`src/rtl/nand_seq_pkg.sv`:
```
// Package: NAND host sequencer constants and carrier types
package nand_seq_pkg;

  // ==========================================================================
  // Command codes
  localparam logic [7:0] CMD_READ_SETUP   = 8'h00;
  localparam logic [7:0] CMD_READ_CONFIRM = 8'h30;
  localparam logic [7:0] CMD_PROG_SETUP   = 8'h80;
  localparam logic [7:0] CMD_PROG_NEXT    = 8'h81;
  localparam logic [7:0] CMD_PROG_PLANE   = 8'h11;
  localparam logic [7:0] CMD_PROG_CONFIRM = 8'h10;
  localparam logic [7:0] CMD_ERASE_SETUP  = 8'h60;
  localparam logic [7:0] CMD_ERASE_CONF   = 8'hD0;
  localparam logic [7:0] CMD_CB_READ      = 8'h35;
  localparam logic [7:0] CMD_CB_PROG      = 8'h85;
  localparam logic [7:0] CMD_STATUS       = 8'h70;
  localparam logic [7:0] CMD_STATUS_ENH   = 8'h78;
  localparam logic [7:0] CMD_RESET        = 8'hFF;

  // ==========================================================================
  // Status register fields
  localparam int STAT_FAIL_BIT  = 0;
  localparam int STAT_READY_BIT = 6;

  // ==========================================================================
  // Address layout
  localparam int PLANE_SEL_POS = 6;
  localparam int COL_CYCLES    = 2;
  localparam int ROW_CYCLES    = 3;

  // ==========================================================================
  // Timing
  localparam int CLK_PERIOD_NS       = 50;
  localparam int STROBE_LOW_NS       = 100;
  localparam int STROBE_HIGH_NS      = 100;
  localparam int BUSY_SETTLE_NS      = 100;
  localparam int STROBE_LOW_CYC   = (STROBE_LOW_NS + CLK_PERIOD_NS - 1) / CLK_PERIOD_NS;
  localparam int STROBE_HIGH_CYC  = (STROBE_HIGH_NS + CLK_PERIOD_NS - 1) / CLK_PERIOD_NS;
  localparam int BUSY_SETTLE_CYC  = (BUSY_SETTLE_NS + CLK_PERIOD_NS - 1) / CLK_PERIOD_NS;

  // ==========================================================================
  // Operation codes
  typedef enum logic [2:0] {
    OP_READ, OP_PROG, OP_ERASE, OP_CB, OP_STATUS, OP_RESET
  } op_t;

  // Request bundle
  typedef struct packed {
    op_t         op;
    logic        multiplane;
    logic [15:0] col;
    logic [23:0] row_a;
    logic [23:0] row_b;
    logic [23:0] row_dst;
    logic [11:0] data_len;
  } req_t;

  // Pins toward the memory
  typedef struct packed {
    logic       chip_sel_n;
    logic       cmd_latch;
    logic       addr_latch;
    logic       write_strobe_n;
    logic       read_strobe_n;
    logic       write_prot_n;
    logic [7:0] io_out;
    logic       io_oe_n;
  } pins_t;

endpackage

```
`src/rtl/nand_host_seq.sv`:
```
// Module: host-side NAND command/address sequencer
`timescale 1ns/1ps
`default_nettype none
module nand_host_seq
  import nand_seq_pkg::*;
(
  // Clock and reset
  input  wire logic       core_clk_i,
  input  wire logic       rst_n_i,
  // User request
  input  wire logic       req_valid_i,
  input  var  req_t       req_i,
  output logic            req_ready_o,
  // Write data stream
  input  wire logic       wdata_valid_i,
  input  wire logic [7:0] wdata_i,
  output logic            wdata_ready_o,
  // Read data stream
  output logic            rdata_valid_o,
  output logic [7:0]      rdata_o,
  // Completion
  output logic            done_o,
  output logic            fail_o,
  output logic            addr_error_o,
  // Memory pins
  output pins_t           pins_o,
  input  wire logic [7:0] io_in_i,
  input  wire logic       ready_busy_i
);

  typedef enum logic [3:0] {
    S_PWR, S_IDLE, S_CMD, S_ADDR, S_DATA, S_WAIT, S_POLL, S_STAT, S_DONE
  } st_t;

  typedef struct packed {
    st_t         st;
    logic        init_done;
    req_t        req;
    logic [3:0]  step;
    logic [2:0]  acnt;
    logic [7:0]  cmd;
    logic [11:0] dcnt;
    logic [1:0]  settle;
    logic [7:0]  rdata;
    logic [7:0]  io_cap;
    logic        rvalid;
    logic        done;
    logic        fail;
    logic        aerr;
  } core_t;

  core_t cur, next_cur;

  logic strobe_low;
  logic cyc_done;
  logic cyc_start;
  logic cyc_read;

  // ==========================================================================
  // Bus cycle engine
  nand_strobe_cycle u_cycle (
    .core_clk_i   (core_clk_i),
    .rst_n_i      (rst_n_i),
    .start_i      (cyc_start),
    .is_read_i    (cyc_read),
    .strobe_low_o (strobe_low),
    .done_o       (cyc_done)
  );

  // ==========================================================================
  // Helpers: address byte selection and plane checks
  function automatic logic [7:0] addr_byte(input logic [15:0] col, input logic [23:0] row,
                                           input logic [2:0] idx, input logic with_col);
    logic [39:0] full;
    full = with_col ? {row, col} : {16'h0000, row};
    addr_byte = full[8*idx +: 8];
  endfunction

  function automatic logic blocks_pair(input logic [23:0] a, input logic [23:0] b);
    logic [23:0] m;
    m = 24'hFFFFFF;
    m[PLANE_SEL_POS] = 1'b0;
    blocks_pair = ((a & m) == (b & m)) && (a[PLANE_SEL_POS] != b[PLANE_SEL_POS]);
  endfunction

  // Column cycles present for this command
  function automatic logic has_col(input logic [7:0] c);
    has_col = (c == CMD_READ_SETUP) || (c == CMD_PROG_SETUP) ||
              (c == CMD_PROG_NEXT) || (c == CMD_CB_PROG);
  endfunction

  // Row used for this command step
  logic [23:0] cur_row;
  always_comb begin
    cur_row = cur.req.row_a;
    if (cur.cmd == CMD_CB_PROG || (cur.req.op == OP_CB && cur.cmd == CMD_PROG_NEXT)) begin
      cur_row = (cur.cmd == CMD_PROG_NEXT) ? cur.req.row_b : cur.req.row_dst;
    end else if (cur.cmd == CMD_PROG_NEXT || (cur.step != 4'h0 && cur.req.op == OP_ERASE)) begin
      cur_row = cur.req.row_b;
    end
  end

  // ==========================================================================
  // Sequence: next command byte for each operation and step
  function automatic logic [7:0] seq_cmd(input req_t r, input logic [3:0] s);
    seq_cmd = CMD_STATUS;
    unique case (r.op)
      OP_READ:  seq_cmd = (s == 4'h0) ? CMD_READ_SETUP : CMD_READ_CONFIRM;
      OP_PROG:  seq_cmd = (s == 4'h0) ? CMD_PROG_SETUP :
                          (s == 4'h1) ? (r.multiplane ? CMD_PROG_PLANE : CMD_PROG_CONFIRM) :
                          (s == 4'h2) ? CMD_PROG_NEXT : CMD_PROG_CONFIRM;
      OP_ERASE: seq_cmd = (s == 4'h0 || (s == 4'h1 && r.multiplane)) ? CMD_ERASE_SETUP :
                          CMD_ERASE_CONF;
      OP_CB:    seq_cmd = (s == 4'h0) ? CMD_READ_SETUP : (s == 4'h1) ? CMD_CB_READ :
                          (s == 4'h2) ? CMD_CB_PROG :
                          (s == 4'h3) ? (r.multiplane ? CMD_PROG_PLANE : CMD_PROG_CONFIRM) :
                          (s == 4'h4) ? CMD_PROG_NEXT : CMD_PROG_CONFIRM;
      OP_STATUS: seq_cmd = CMD_STATUS;
      OP_RESET:  seq_cmd = CMD_RESET;
      default:   seq_cmd = CMD_RESET;
    endcase
  endfunction

  // Number of address cycles after a command
  function automatic logic [2:0] addr_cycles(input logic [7:0] c);
    addr_cycles = 3'h0;
    if (has_col(c)) begin
      addr_cycles = 3'(COL_CYCLES + ROW_CYCLES);
    end else if (c == CMD_ERASE_SETUP) begin
      addr_cycles = 3'(ROW_CYCLES);
    end
  endfunction

  // Command starts a busy phase
  function automatic logic is_busy_cmd(input logic [7:0] c);
    is_busy_cmd = (c == CMD_READ_CONFIRM) || (c == CMD_PROG_CONFIRM) || (c == CMD_PROG_PLANE) ||
                  (c == CMD_ERASE_CONF) || (c == CMD_CB_READ) || (c == CMD_RESET) ||
                  (c == CMD_STATUS);
  endfunction

  // Last step of each operation
  function automatic logic [3:0] last_step(input req_t r);
    unique case (r.op)
      OP_READ:  last_step = 4'h1;
      OP_PROG:  last_step = r.multiplane ? 4'h3 : 4'h1;
      OP_ERASE: last_step = r.multiplane ? 4'h2 : 4'h1;
      OP_CB:    last_step = r.multiplane ? 4'h5 : 4'h3;
      default:  last_step = 4'h0;
    endcase
  endfunction

  // ==========================================================================
  // Main sequencer
  always_comb begin
    next_cur        = cur;
    next_cur.done   = 1'b0;
    next_cur.rvalid = 1'b0;
    // Bus is only valid while the read strobe is low
    if (strobe_low) next_cur.io_cap = io_in_i;
    cyc_start       = 1'b0;
    cyc_read        = 1'b0;
    wdata_ready_o   = 1'b0;
    req_ready_o     = (cur.st == S_IDLE);
    unique case (cur.st)
      S_PWR: begin
        // Wait for power-on busy time to end, then reset first
        if (ready_busy_i) begin
          next_cur.req.op = OP_RESET;
          next_cur.step   = 4'h0;
          next_cur.cmd    = CMD_RESET;
          next_cur.st     = S_CMD;
        end
      end
      S_IDLE: begin
        if (req_valid_i) begin
          next_cur.req  = req_i;
          next_cur.step = 4'h0;
          next_cur.fail = 1'b0;
          next_cur.aerr = 1'b0;
          next_cur.cmd  = seq_cmd(req_i, 4'h0);
          next_cur.st   = S_CMD;
          // Reject illegal plane pairings up front
          if ((req_i.multiplane && req_i.op inside {OP_PROG, OP_ERASE} &&
               !blocks_pair(req_i.row_a, req_i.row_b)) ||
              (req_i.op == OP_CB && (req_i.row_a[PLANE_SEL_POS] !=
               req_i.row_dst[PLANE_SEL_POS]))) begin
            next_cur.aerr = 1'b1;
            next_cur.st   = S_DONE;
          end
        end
      end
      S_CMD: begin
        cyc_start = 1'b1;
        if (cyc_done) begin
          next_cur.acnt = 3'h0;
          if (cur.cmd == CMD_READ_SETUP && cur.req.op == OP_READ && cur.step != 4'h0) begin
            next_cur.st = S_DATA;                           // Re-issued 00h
          end else if (addr_cycles(cur.cmd) != 3'h0) begin
            next_cur.st = S_ADDR;
          end else if (cur.cmd == CMD_STATUS) begin
            next_cur.st = S_STAT;
          end else if (is_busy_cmd(cur.cmd)) begin
            next_cur.settle = 2'(BUSY_SETTLE_CYC);
            next_cur.st     = S_WAIT;
          end else begin
            next_cur.st = S_DATA;                           // no issued command reaches this branch
          end
        end
      end
      S_ADDR: begin
        cyc_start = 1'b1;
        if (cyc_done) begin
          next_cur.acnt = cur.acnt + 3'h1;
          if (cur.acnt == addr_cycles(cur.cmd) - 3'h1) begin
            if (cur.cmd == CMD_PROG_SETUP || cur.cmd == CMD_PROG_NEXT) begin
              next_cur.dcnt = cur.req.data_len;
              next_cur.st   = S_DATA;
            end else begin
              next_cur.step = cur.step + 4'h1;
              next_cur.cmd  = seq_cmd(cur.req, cur.step + 4'h1);
              next_cur.st   = S_CMD;
            end
          end
        end
      end
      S_DATA: begin
        if (cur.req.op == OP_READ) begin
          cyc_start = 1'b1;
          cyc_read  = 1'b1;
          if (cyc_done) begin
            next_cur.rdata  = cur.io_cap;
            next_cur.rvalid = 1'b1;
            next_cur.dcnt   = cur.dcnt - 12'h1;
            if (cur.dcnt == 12'h1) begin
              next_cur.st = S_DONE;
            end
          end
        end else if (cur.dcnt == 12'h0) begin
          next_cur.step = cur.step + 4'h1;
          next_cur.cmd  = seq_cmd(cur.req, cur.step + 4'h1);
          next_cur.st   = S_CMD;
        end else begin
          // Back-pressure: a byte is taken only when its cycle ends
          cyc_start     = wdata_valid_i;
          wdata_ready_o = cyc_done;
          if (cyc_done) begin
            next_cur.dcnt = cur.dcnt - 12'h1;
          end
        end
      end
      S_WAIT: begin
        if (cur.settle != 2'h0) begin
          next_cur.settle = cur.settle - 2'h1;
        end else if (cur.cmd == CMD_RESET) begin
          if (ready_busy_i) begin
            next_cur.init_done = 1'b1;
            next_cur.st        = S_DONE;
          end
        end else begin
          // Poll status rather than trusting the busy line alone
          next_cur.cmd = CMD_STATUS;
          next_cur.st  = S_POLL;
        end
      end
      S_POLL: begin
        next_cur.st = S_CMD;                               // only 70h inside 11h..81h
      end
      S_STAT: begin
        cyc_start = 1'b1;
        cyc_read  = 1'b1;
        if (cyc_done) begin
          if (!cur.io_cap[STAT_READY_BIT]) begin
            next_cur.st = S_STAT;
          end else if (cur.req.op == OP_STATUS) begin
            next_cur.rdata  = cur.io_cap;
            next_cur.rvalid = 1'b1;
            next_cur.st     = S_DONE;
          end else if (cur.step >= last_step(cur.req)) begin
            if (cur.req.op == OP_READ) begin
              next_cur.cmd  = CMD_READ_SETUP;
              next_cur.dcnt = cur.req.data_len;
              next_cur.st   = S_CMD;
            end else begin
              next_cur.fail = cur.io_cap[STAT_FAIL_BIT];
              next_cur.st   = S_DONE;
            end
          end else begin
            next_cur.step = cur.step + 4'h1;
            next_cur.cmd  = seq_cmd(cur.req, cur.step + 4'h1);
            next_cur.st   = S_CMD;
          end
        end
      end
      S_DONE: begin
        next_cur.done = 1'b1;
        next_cur.st   = cur.init_done ? S_IDLE : S_PWR;
      end
    endcase
  end

  // ==========================================================================
  // Pin drive from registered state; io_out in S_DATA comes straight from wdata_i
  always_comb begin
    pins_o                = '0;
    pins_o.chip_sel_n     = (cur.st == S_IDLE) || (cur.st == S_PWR);
    pins_o.cmd_latch      = (cur.st == S_CMD);
    pins_o.addr_latch     = (cur.st == S_ADDR);
    pins_o.read_strobe_n  = !(strobe_low && (cur.st == S_STAT ||
                             (cur.st == S_DATA && cur.req.op == OP_READ)));
    pins_o.write_strobe_n = !(strobe_low && (cur.st == S_CMD || cur.st == S_ADDR ||
                             (cur.st == S_DATA && cur.req.op != OP_READ)));
    pins_o.write_prot_n   = cur.init_done;
    pins_o.io_oe_n        = !(cur.st == S_CMD || cur.st == S_ADDR ||
                             (cur.st == S_DATA && cur.req.op != OP_READ));
    unique case (cur.st)
      S_CMD:   pins_o.io_out = cur.cmd;
      S_ADDR:  pins_o.io_out = addr_byte(cur.req.col, cur_row, has_col(cur.cmd) ?
                               cur.acnt : cur.acnt + 3'(COL_CYCLES), 1'b1);
      S_DATA:  pins_o.io_out = wdata_i;
      default: pins_o.io_out = 8'h00;
    endcase
  end

  // Outputs from registers
  assign rdata_o       = cur.rdata;
  assign rdata_valid_o = cur.rvalid;
  assign done_o        = cur.done;
  assign fail_o        = cur.fail;
  assign addr_error_o  = cur.aerr;

  // State register
  always_ff @(posedge core_clk_i) begin
    if (!rst_n_i) begin
      cur    <= '0;
      cur.st <= S_PWR;
    end else begin
      cur <= next_cur;
    end
  end

endmodule
`default_nettype wire

```
`src/rtl/nand_strobe_cycle.sv`:
```
// Module: one latched bus cycle on the NAND pins (write or read strobe)
`timescale 1ns/1ps
`default_nettype none
module nand_strobe_cycle
  import nand_seq_pkg::*;
(
  // Clock and reset
  input  wire logic       core_clk_i,
  input  wire logic       rst_n_i,
  // Cycle request
  input  wire logic       start_i,
  input  wire logic       is_read_i,
  // Strobe and completion
  output logic            strobe_low_o,
  output logic            done_o
);

  typedef enum logic [1:0] {SC_IDLE, SC_LOW, SC_HIGH} sc_state_t;

  typedef struct packed {
    sc_state_t  st;
    logic [3:0] cnt;
    logic       rd;
  } sc_t;

  sc_t cur, next_cur;

  // ==========================================================================
  // Strobe timing: low phase then high recovery
  always_comb begin
    next_cur = cur;
    done_o   = 1'b0;
    unique case (cur.st)
      SC_IDLE: begin
        if (start_i) begin
          next_cur.st  = SC_LOW;
          next_cur.cnt = 4'(STROBE_LOW_CYC - 1);
          next_cur.rd  = is_read_i;
        end
      end
      SC_LOW: begin
        if (cur.cnt == 4'h0) begin
          next_cur.st  = SC_HIGH;                // Rising edge latches the byte
          next_cur.cnt = 4'(STROBE_HIGH_CYC - 1);
        end else begin
          next_cur.cnt = cur.cnt - 4'h1;
        end
      end
      SC_HIGH: begin
        if (cur.cnt == 4'h0) begin
          next_cur.st = SC_IDLE;
          done_o      = 1'b1;
        end else begin
          next_cur.cnt = cur.cnt - 4'h1;
        end
      end
    endcase
  end

  assign strobe_low_o = (cur.st == SC_LOW);

  // State register
  always_ff @(posedge core_clk_i) begin
    if (!rst_n_i) begin
      cur <= '{st: SC_IDLE, cnt: 4'h0, rd: 1'b0};
    end else begin
      cur <= next_cur;
    end
  end

endmodule
`default_nettype wire

```
`config.mk`:
```
export PLATFORM = sky130hd
export DESIGN_NAME = nand_host_seq
export DESIGN_NICKNAME = d
export VERILOG_FILES = /design/src/rtl/nand_seq_pkg.sv /design/src/rtl/nand_host_seq.sv /design/src/rtl/nand_strobe_cycle.sv
export SDC_FILE = /design/constraint.sdc
export NUM_CORES = 1
export LEC_CHECK = 0
export BUFFER_PORTS_ARGS = -buffer_cell sky130_fd_sc_hd__buf_2
export CORE_MARGIN = 2
export CORE_UTILIZATION = 57
export CTS_CLUSTER_DIAMETER = 50
export DETAILED_ROUTE_END_ITERATION = 8
export PLACE_DENSITY = 0.81
export SLEW_MARGIN = 15
export SYNTH_ARGS = -nofsm -noshare
export SYNTH_HDL_FRONTEND = slang
export SYNTH_SLANG_ARGS = --single-unit
```
`constraint.sdc`:
```
create_clock -name core_clk_i -period 3.75 [get_ports core_clk_i]
set_input_delay 0.75 -clock core_clk_i [delete_from_list [all_inputs] [get_ports core_clk_i]]
set_output_delay 0.75 -clock core_clk_i [all_outputs]
set_load 0.05 [all_outputs]
```
==> metrics.txt, run 1 <==
share of the synthesized area in the top cell type ~36%; Max Clk Rate 0.274 GHz; layout cells sized above 1 between 20% and 30%; Slew Limit Fails 0; R2R setup slack about 580 ps; CTS tree yes; Routed WL roughly 27 mm; mean routed wirelength per cell between 15 and 20 microns; Critical Path RT 3000 ps; Post-CTS Setup Bufs 0; core area between 15,000 and 20,000 sq um; asr flop ratio synth 0%; drt first pass iters 8; GR Overflow Total 0; Seq pwr share ~33%; DR top layer met4; Setup Crit Path Kind reg2out; commonest non-fill, non-tap cell in the layout nand2_1; largest net degree at the start of global routing slightly below 100; post-synthesis cell count 1,185; Sw Ratio between 40% and 50%; skew final ~15 ps; sw power about 2.7 mW; DR iter-0 viols 930; RePlAce Congestion ~0.99; r2r endpoint cur[33]$_SDFFE_PN0P_; Post-synth EDFFs 0; Synth area leaders dfxtp_1 (36%), nand2_1 (11%), a21oi_1 (7.9%), mux2i_1 (5.4%), nor2_1 (3.0%); TritonCTS Sinks around 160; most frequent cells in the layout nand2_1 (262), dfxtp_1 (163), buf_2 (149); post-route cell area between 10,000 and 15,000 sq um; post-synth design cell area approximately 9000 sq um; initial core utilization between 50 and 60%; outcome complete, no violations; Slew HR 35.6%; metal2 WL approximately 12 mm; clock-pin slew on the worst setup and hold paths ~60 ps; Layout area overhead 16.9%; Hold/Removal Path Class reg2reg; worst skew pair latency approximately 440 ps; worst r2r src cur[151]$_SDFFE_PN0P_; Max IR drop VDD around 0.43 mV; Detail Placement HPWL 19.7 mm; CP max-delay cell o211ai_1; ys flop type dfxtp_1; Die Height approximately 130 microns; fin cells about 1,500; final hold viol count 0; Leak 4.11 nW; initial antenna violation count 1; combinational share of power about two fifths; final net count about 1,400; vias post-DR between 9,000 and 10,000; first-pass GRT wire length about 42 mm; CTS Buf Count 17; Int Pwr 3.87 mW; critical path endpoint pins_o[3]; dpl cell area a little over 10,000 sq um; syn nets 1,326; H-tree levels 4; Chip Width 131 microns; Setup crit end kind output pin; launch point of the critical path cur[151]$_SDFFE_PN0P_; Synth area leader dfxtp_1; placed cells approximately 1,500; Remaining DRCs 0; Placement Rows 46; crit path time final 3640 ps; Setup violations, final 0; number of port buffers around 150; startpoint types flop; wire length on met3 slightly above 3 mm; critical path arrival 2890 ps; Avg Cell Area, Syn 7.72 sq um; crit-path cells and3b_1 > o211ai_1 > nand2_1 > o221ai_1 > a31o_2 > buf_2; number of global-route vias before repair approximately 8,200; R2R depth 10; met1 wire length about 11 mm; YS warnings 0; vias per cell roughly 6.1; Seq/Total Area, Yosys 35.7%; # Max-Cap Violations 0; setup TNS 0 ps; FF+latch count, synth approximately 160; clock power share between 20% and 30%; Post-DRT Antenna Nets 0; delay of the slowest cell on the worst path 490 ps; Cell variety after synth 80; CTS Buffer Depth 2; critical-path maximum fanout 8; I/O pin cnt around 150; Slew @ Worst Pin 966 ps; final worst-path cycle share between 90 and 100%; DIE AREA 17,100 sq um; RSZ-0062 raised after global routing false; power per cell area just over 600 nW/um^2; clock tree root buffer cell clkbuf_16; Global Route Usage Sum 31.9%
[metrics by stage]
step / worst slack [ps] / power (mW) / hold WS [ps] / utilization, %
3_5_place_dp: 340 / 4.72 / 447 / 63.8
3_3_place_gp: 455 / 4.68 / 442 / 63.8
6_report: 106 / 6.52 / 454 / 67.8
2_1_floorplan: 467 / 3.99 / 433 / -
5_1_grt: 10.1 / 6.83 / 472 / 67.8
4_1_cts: 27.5 / 6.43 / 456 / 67.5
[logic make-up after synthesis]
family / synth area share [%]
AOI/OAI and AO/OA: 22.3
buffers and inverters: 5.94
xor gates and xnor gates: 2.78
adders and majority gates: 2.19
DFF: 35.7
muxes: 7.46
and+or+nand+nor: 23.7
[what timing repair did]
action / in CTS / in global routing
hold buffers: 0 / 0
hold endpoints to repair: 0 / 0
gates cloned: 0 / 0
gates resized for setup: 3 / 11
endpoints found under the setup margin: 8 / 8
[area by class of cell]
cell class / count / area (sq um)
multi-input combinational: 899 / 5400
fill: 1360 / 5080
sequential: 163 / 3260
timing repair buffer: 190 / 1080
clock buffer: 19 / 453
tap: 216 / 270
clock inverter: 13 / 125
inverter: 25 / 96.3
antenna: 1 / 2.50
[synth_stat cells (8+ instances only)]
cell type    n
xnor2_1     27
dfxtp_1    163
a22oi_1     11
a211oi_1    13
ha_1        16
inv_1       25
nand2_1    265
clkbuf_1    63
mux2i_1     49
a31o_2       9
nor4_1      15
nand3_1     20
and2_1      10
nor2_1      72
o22ai_1     10
mux4_2       8
nand4_1     10
o221ai_1     9
nor3_1      27
nor3b_1      9
buf_4       10
o21ai_0     41
a31oi_1      9
o31ai_1     19
buf_2       17
a21oi_1    144
[critical path: cells and delay by family (launching register included)]
kind            cells  cell delay, ps
compound gates      3            1140
buf+inv             1             260
flops               1             390
simple gates        2             640
[power groups by stage]
| stage | Combinational [mW] | Clock, mW | Sequential [mW] |
|---|---|---|---|
| finish | 2.67 | 1.71 | 2.14 |
| global route | 2.87 | 1.80 | 2.16 |
| CTS | 2.59 | 1.72 | 2.13 |
| detailed placement | 2.56 | 0 | 2.16 |
| global placement | 2.52 | 0 | 2.15 |
| floorplan | 1.91 | 0 | 2.08 |
[state kept, by name, summed over array words and instances (netlist names)]
register,flops
fail_o,1
rdata_o,8
u_cycle.cur,6
done_o,1
pins_o,1
cur,144
addr_error_o,1
rdata_valid_o,1
[per-layer routing]
metal / track usage, % / up-vias
met4: 11.9 / 0
met3: 9.16 / 72
met2: 46.1 / 526
met1: 45.3 / 4310
li1: - / 4446
met5: 0 / -
[how the worst min path moves through the flow]
stage	start	endpoint	slack, ps	cells past startpoint
floorplan	cur[69]$_SDFFE_PN0P_	cur[69]$_SDFFE_PN0P_	430	2
global placement	cur[133]$_SDFFE_PN0P_	cur[133]$_SDFFE_PN0P_	440	2
detailed placement	cur[133]$_SDFFE_PN0P_	cur[133]$_SDFFE_PN0P_	450	2
CTS	cur[133]$_SDFFE_PN0P_	cur[133]$_SDFFE_PN0P_	460	2
global route	cur[105]$_SDFFE_PN0P_	cur[105]$_SDFFE_PN0P_	470	2
finish	cur[145]$_SDFFE_PN0P_	cur[145]$_SDFFE_PN0P_	450	2
(Power assumes the default switching activity.)
==> run 2: changes to the inputs <==
CORE_UTILIZATION = 45   (was 57)
PLACE_DENSITY = 0.66   (was 0.81)
==> run 2 against run 1 <==
Effect of this change:
- fmax is essentially flat
- utilization shrank 14 points
- die area grew 26%
- clock power is essentially flat
- first-iteration DRC count shrank 1.4%
- cell count grew 3.9%
- hold slack gained 1.5 ps
- sequential power is essentially flat
- largest cell class unchanged
- clock-buffer cell count is the same
- clock skew shrank 6.4 ps
==> metrics.txt, run 2 (synthesis gave the netlist of run 1 again) <==
DIE AREA between 20,000 and 25,000 sq um; dpl cell area ~10,000 sq um; Seq pwr share between 30% and 40%; WHS Path Cells 2; first-pass GRT wire length between 40 and 50 mm; outcome complete, no violations; drt first pass iters 6; Max Clk Rate about 0.27 GHz; critical path arrival 2900 ps; R2R setup slack ~680 ps; Max IR drop VDD 0.387 mV; clock tree root buffer cell clkbuf_16; CTS Buffer Depth 2; setup TNS 0 ps; skew final 8.70 ps; Final Util a little over half; Layout area overhead 18.4%; r2r endpoint cur[39]$_SDFFE_PN0P_; startpoint types flop; total power 6.51 mW; Sw Ratio approximately two fifths; I/O pin cnt approximately 150; clock power share between 20% and 30%; Placement Rows 52; PnR worst setup slack 103 ps; pre-CTS WS 163 ps; Leak 4.14 nW; final worst-path cycle share roughly 97%; sw power about 2.6 mW; commonest non-fill, non-tap cell in the layout nand2_1; R2R depth 10; initial antenna violation count 0; Post-DRT Antenna Nets 0; # Max-Cap Violations 0; Die Height between 100 and 150 microns; final net count roughly 1,400; CTS tree yes; vias per cell roughly 5.8; Biggest register cur; mean routed wirelength per cell 17.6 microns; TritonCTS Sinks 163; GR Overflow Total 0; post-route cell area between 10,000 and 15,000 sq um; Slew @ Worst Pin 912 ps; Hold EP cur[133]$_SDFFE_PN0P_; combinational share of power around two fifths; Critical Path RT ~3000 ps; Slew HR 38.9%; Global Route Usage Sum around 26%; number of port buffers 153; CTS Buf Count 17; critical-path maximum fanout 8; final hold viol count 0; power per cell area roughly 600 nW/um^2; worst r2r src cur[150]$_SDFFE_PN0P_; core area ~20,000 sq um; launch point of the critical path cur[45]$_SDFFE_PN0P_; Remaining DRCs 0; CP max-delay cell dfxtp_1; Detail Placement HPWL roughly 20 mm; clock-pin slew on the worst setup and hold paths roughly 70 ps; Hold/Removal Path Class reg2reg; worst skew pair latency 430 ps; H-tree levels 4; RePlAce Congestion between 0.9 and 1; number of global-route vias before repair 8,400; crit path time final ~3600 ps; vias post-DR 9,208; initial core utilization 45.5%; most frequent cells in the layout nand2_1 (262), dfxtp_1 (162), buf_2 (147); max reg flops between 100 and 150; filler cell count between 1,500 and 2,000; layout cells sized above 1 around a fifth; antenna cells 0; largest net degree at the start of global routing 59; delay of the slowest cell on the worst path 390 ps; DR iter-0 viols 917; Chip Width between 100 and 150 microns; Slew Limit Fails 0; Routed WL between 20 and 30 mm; HP Start cur[133]$_SDFFE_PN0P_; crit-path cells inv_2 > ha_2 > nor3b_4 > a2bb2oi_2 > buf_6 > buf_12 > mux2i_1 > o221ai_1 > a31o_2 > buf_2; Setup Crit Path Kind reg2out; Setup violations, final 0; Setup crit end kind output pin; Int Pwr a little under 4 mW
run 2: changes by cell type in the layout (fill, tap and decap cells not counted), sizes merged:
cell      change
clkbuf        +3
diode         -1
clkinv        -2
buf           +3
clkinvlp      +2
run 2: through the flow:
stage               hold WS, ps  std cells
finish                      455       1585
detailed placement          447       1549
floorplan                   433       1185
CTS                         456       1581
global route                478       1585
global placement            441       1549
run 2: repair_timing:
item | in CTS | in global routing
cloned | 0 | 1
setup endpoints to repair | 8 | 8
gates resized for setup | 5 | 17
buffers inserted | 0 | 3
hold buffers | 0 | 0
pin swaps | 0 | 1
run 2: layout make-up:
| type | instances | area, sq um | share of cell area, % |
|---|---|---|---|
| Timing Repair Buffer | 196 | 1140 | 10.6 |
| Clock buffer | 19 | 443 | 4.09 |
| Tap cell | 270 | 338 | 3.12 |
| Sequential cell | 163 | 3260 | 30.1 |
| Inverter | 25 | 96.3 | 0.889 |
| Clock inverter | 13 | 126 | 1.17 |
| Multi-Input combinational cell | 899 | 5420 | 50.0 |
run 2: layer usage:
metal  vias up  share of wire, %  GRT usage, %
met3        50               7.9          4.38
met2       444                44          39.2
met1      4274                45          37.2
met5         -                 0             0
met4         0               2.4          8.01
li1       4440                 -             -
run 2: critical path: cells and delay by family, from the launching register on:
family                   cells  cell delay [ps]
AO/OA/AOI/OAI                3              680
multiplexers                 1              210
AND/OR/NAND/NOR              1              300
buffers and inverters        4              630
adder cells (fa/ha/maj)      1              230
flip-flops                   1              390
run 2: power by group through the flow:
| stage | Sequential (mW) | Combinational [mW] | Clock, mW |
|---|---|---|---|
| final | 2.14 | 2.66 | 1.70 |
| after global routing | 2.17 | 2.92 | 1.81 |
| after CTS | 2.13 | 2.58 | 1.73 |
| after detailed placement | 2.17 | 2.56 | 0 |
| after global placement | 2.17 | 2.54 | 0 |
| after floorplan | 2.08 | 1.91 | 0 |
run 2: how the worst max path moves through the flow:
stage / endpoint / slack, ps / cells after the start
floorplan: pins_o[8] / 470 / 7
global placement: pins_o[3] / 380 / 9
detailed placement: pins_o[3] / 160 / 9
CTS: pins_o[3] / 20 / 7
global route: pins_o[3] / -50 / 9
finish: pins_o[5] / 100 / 10
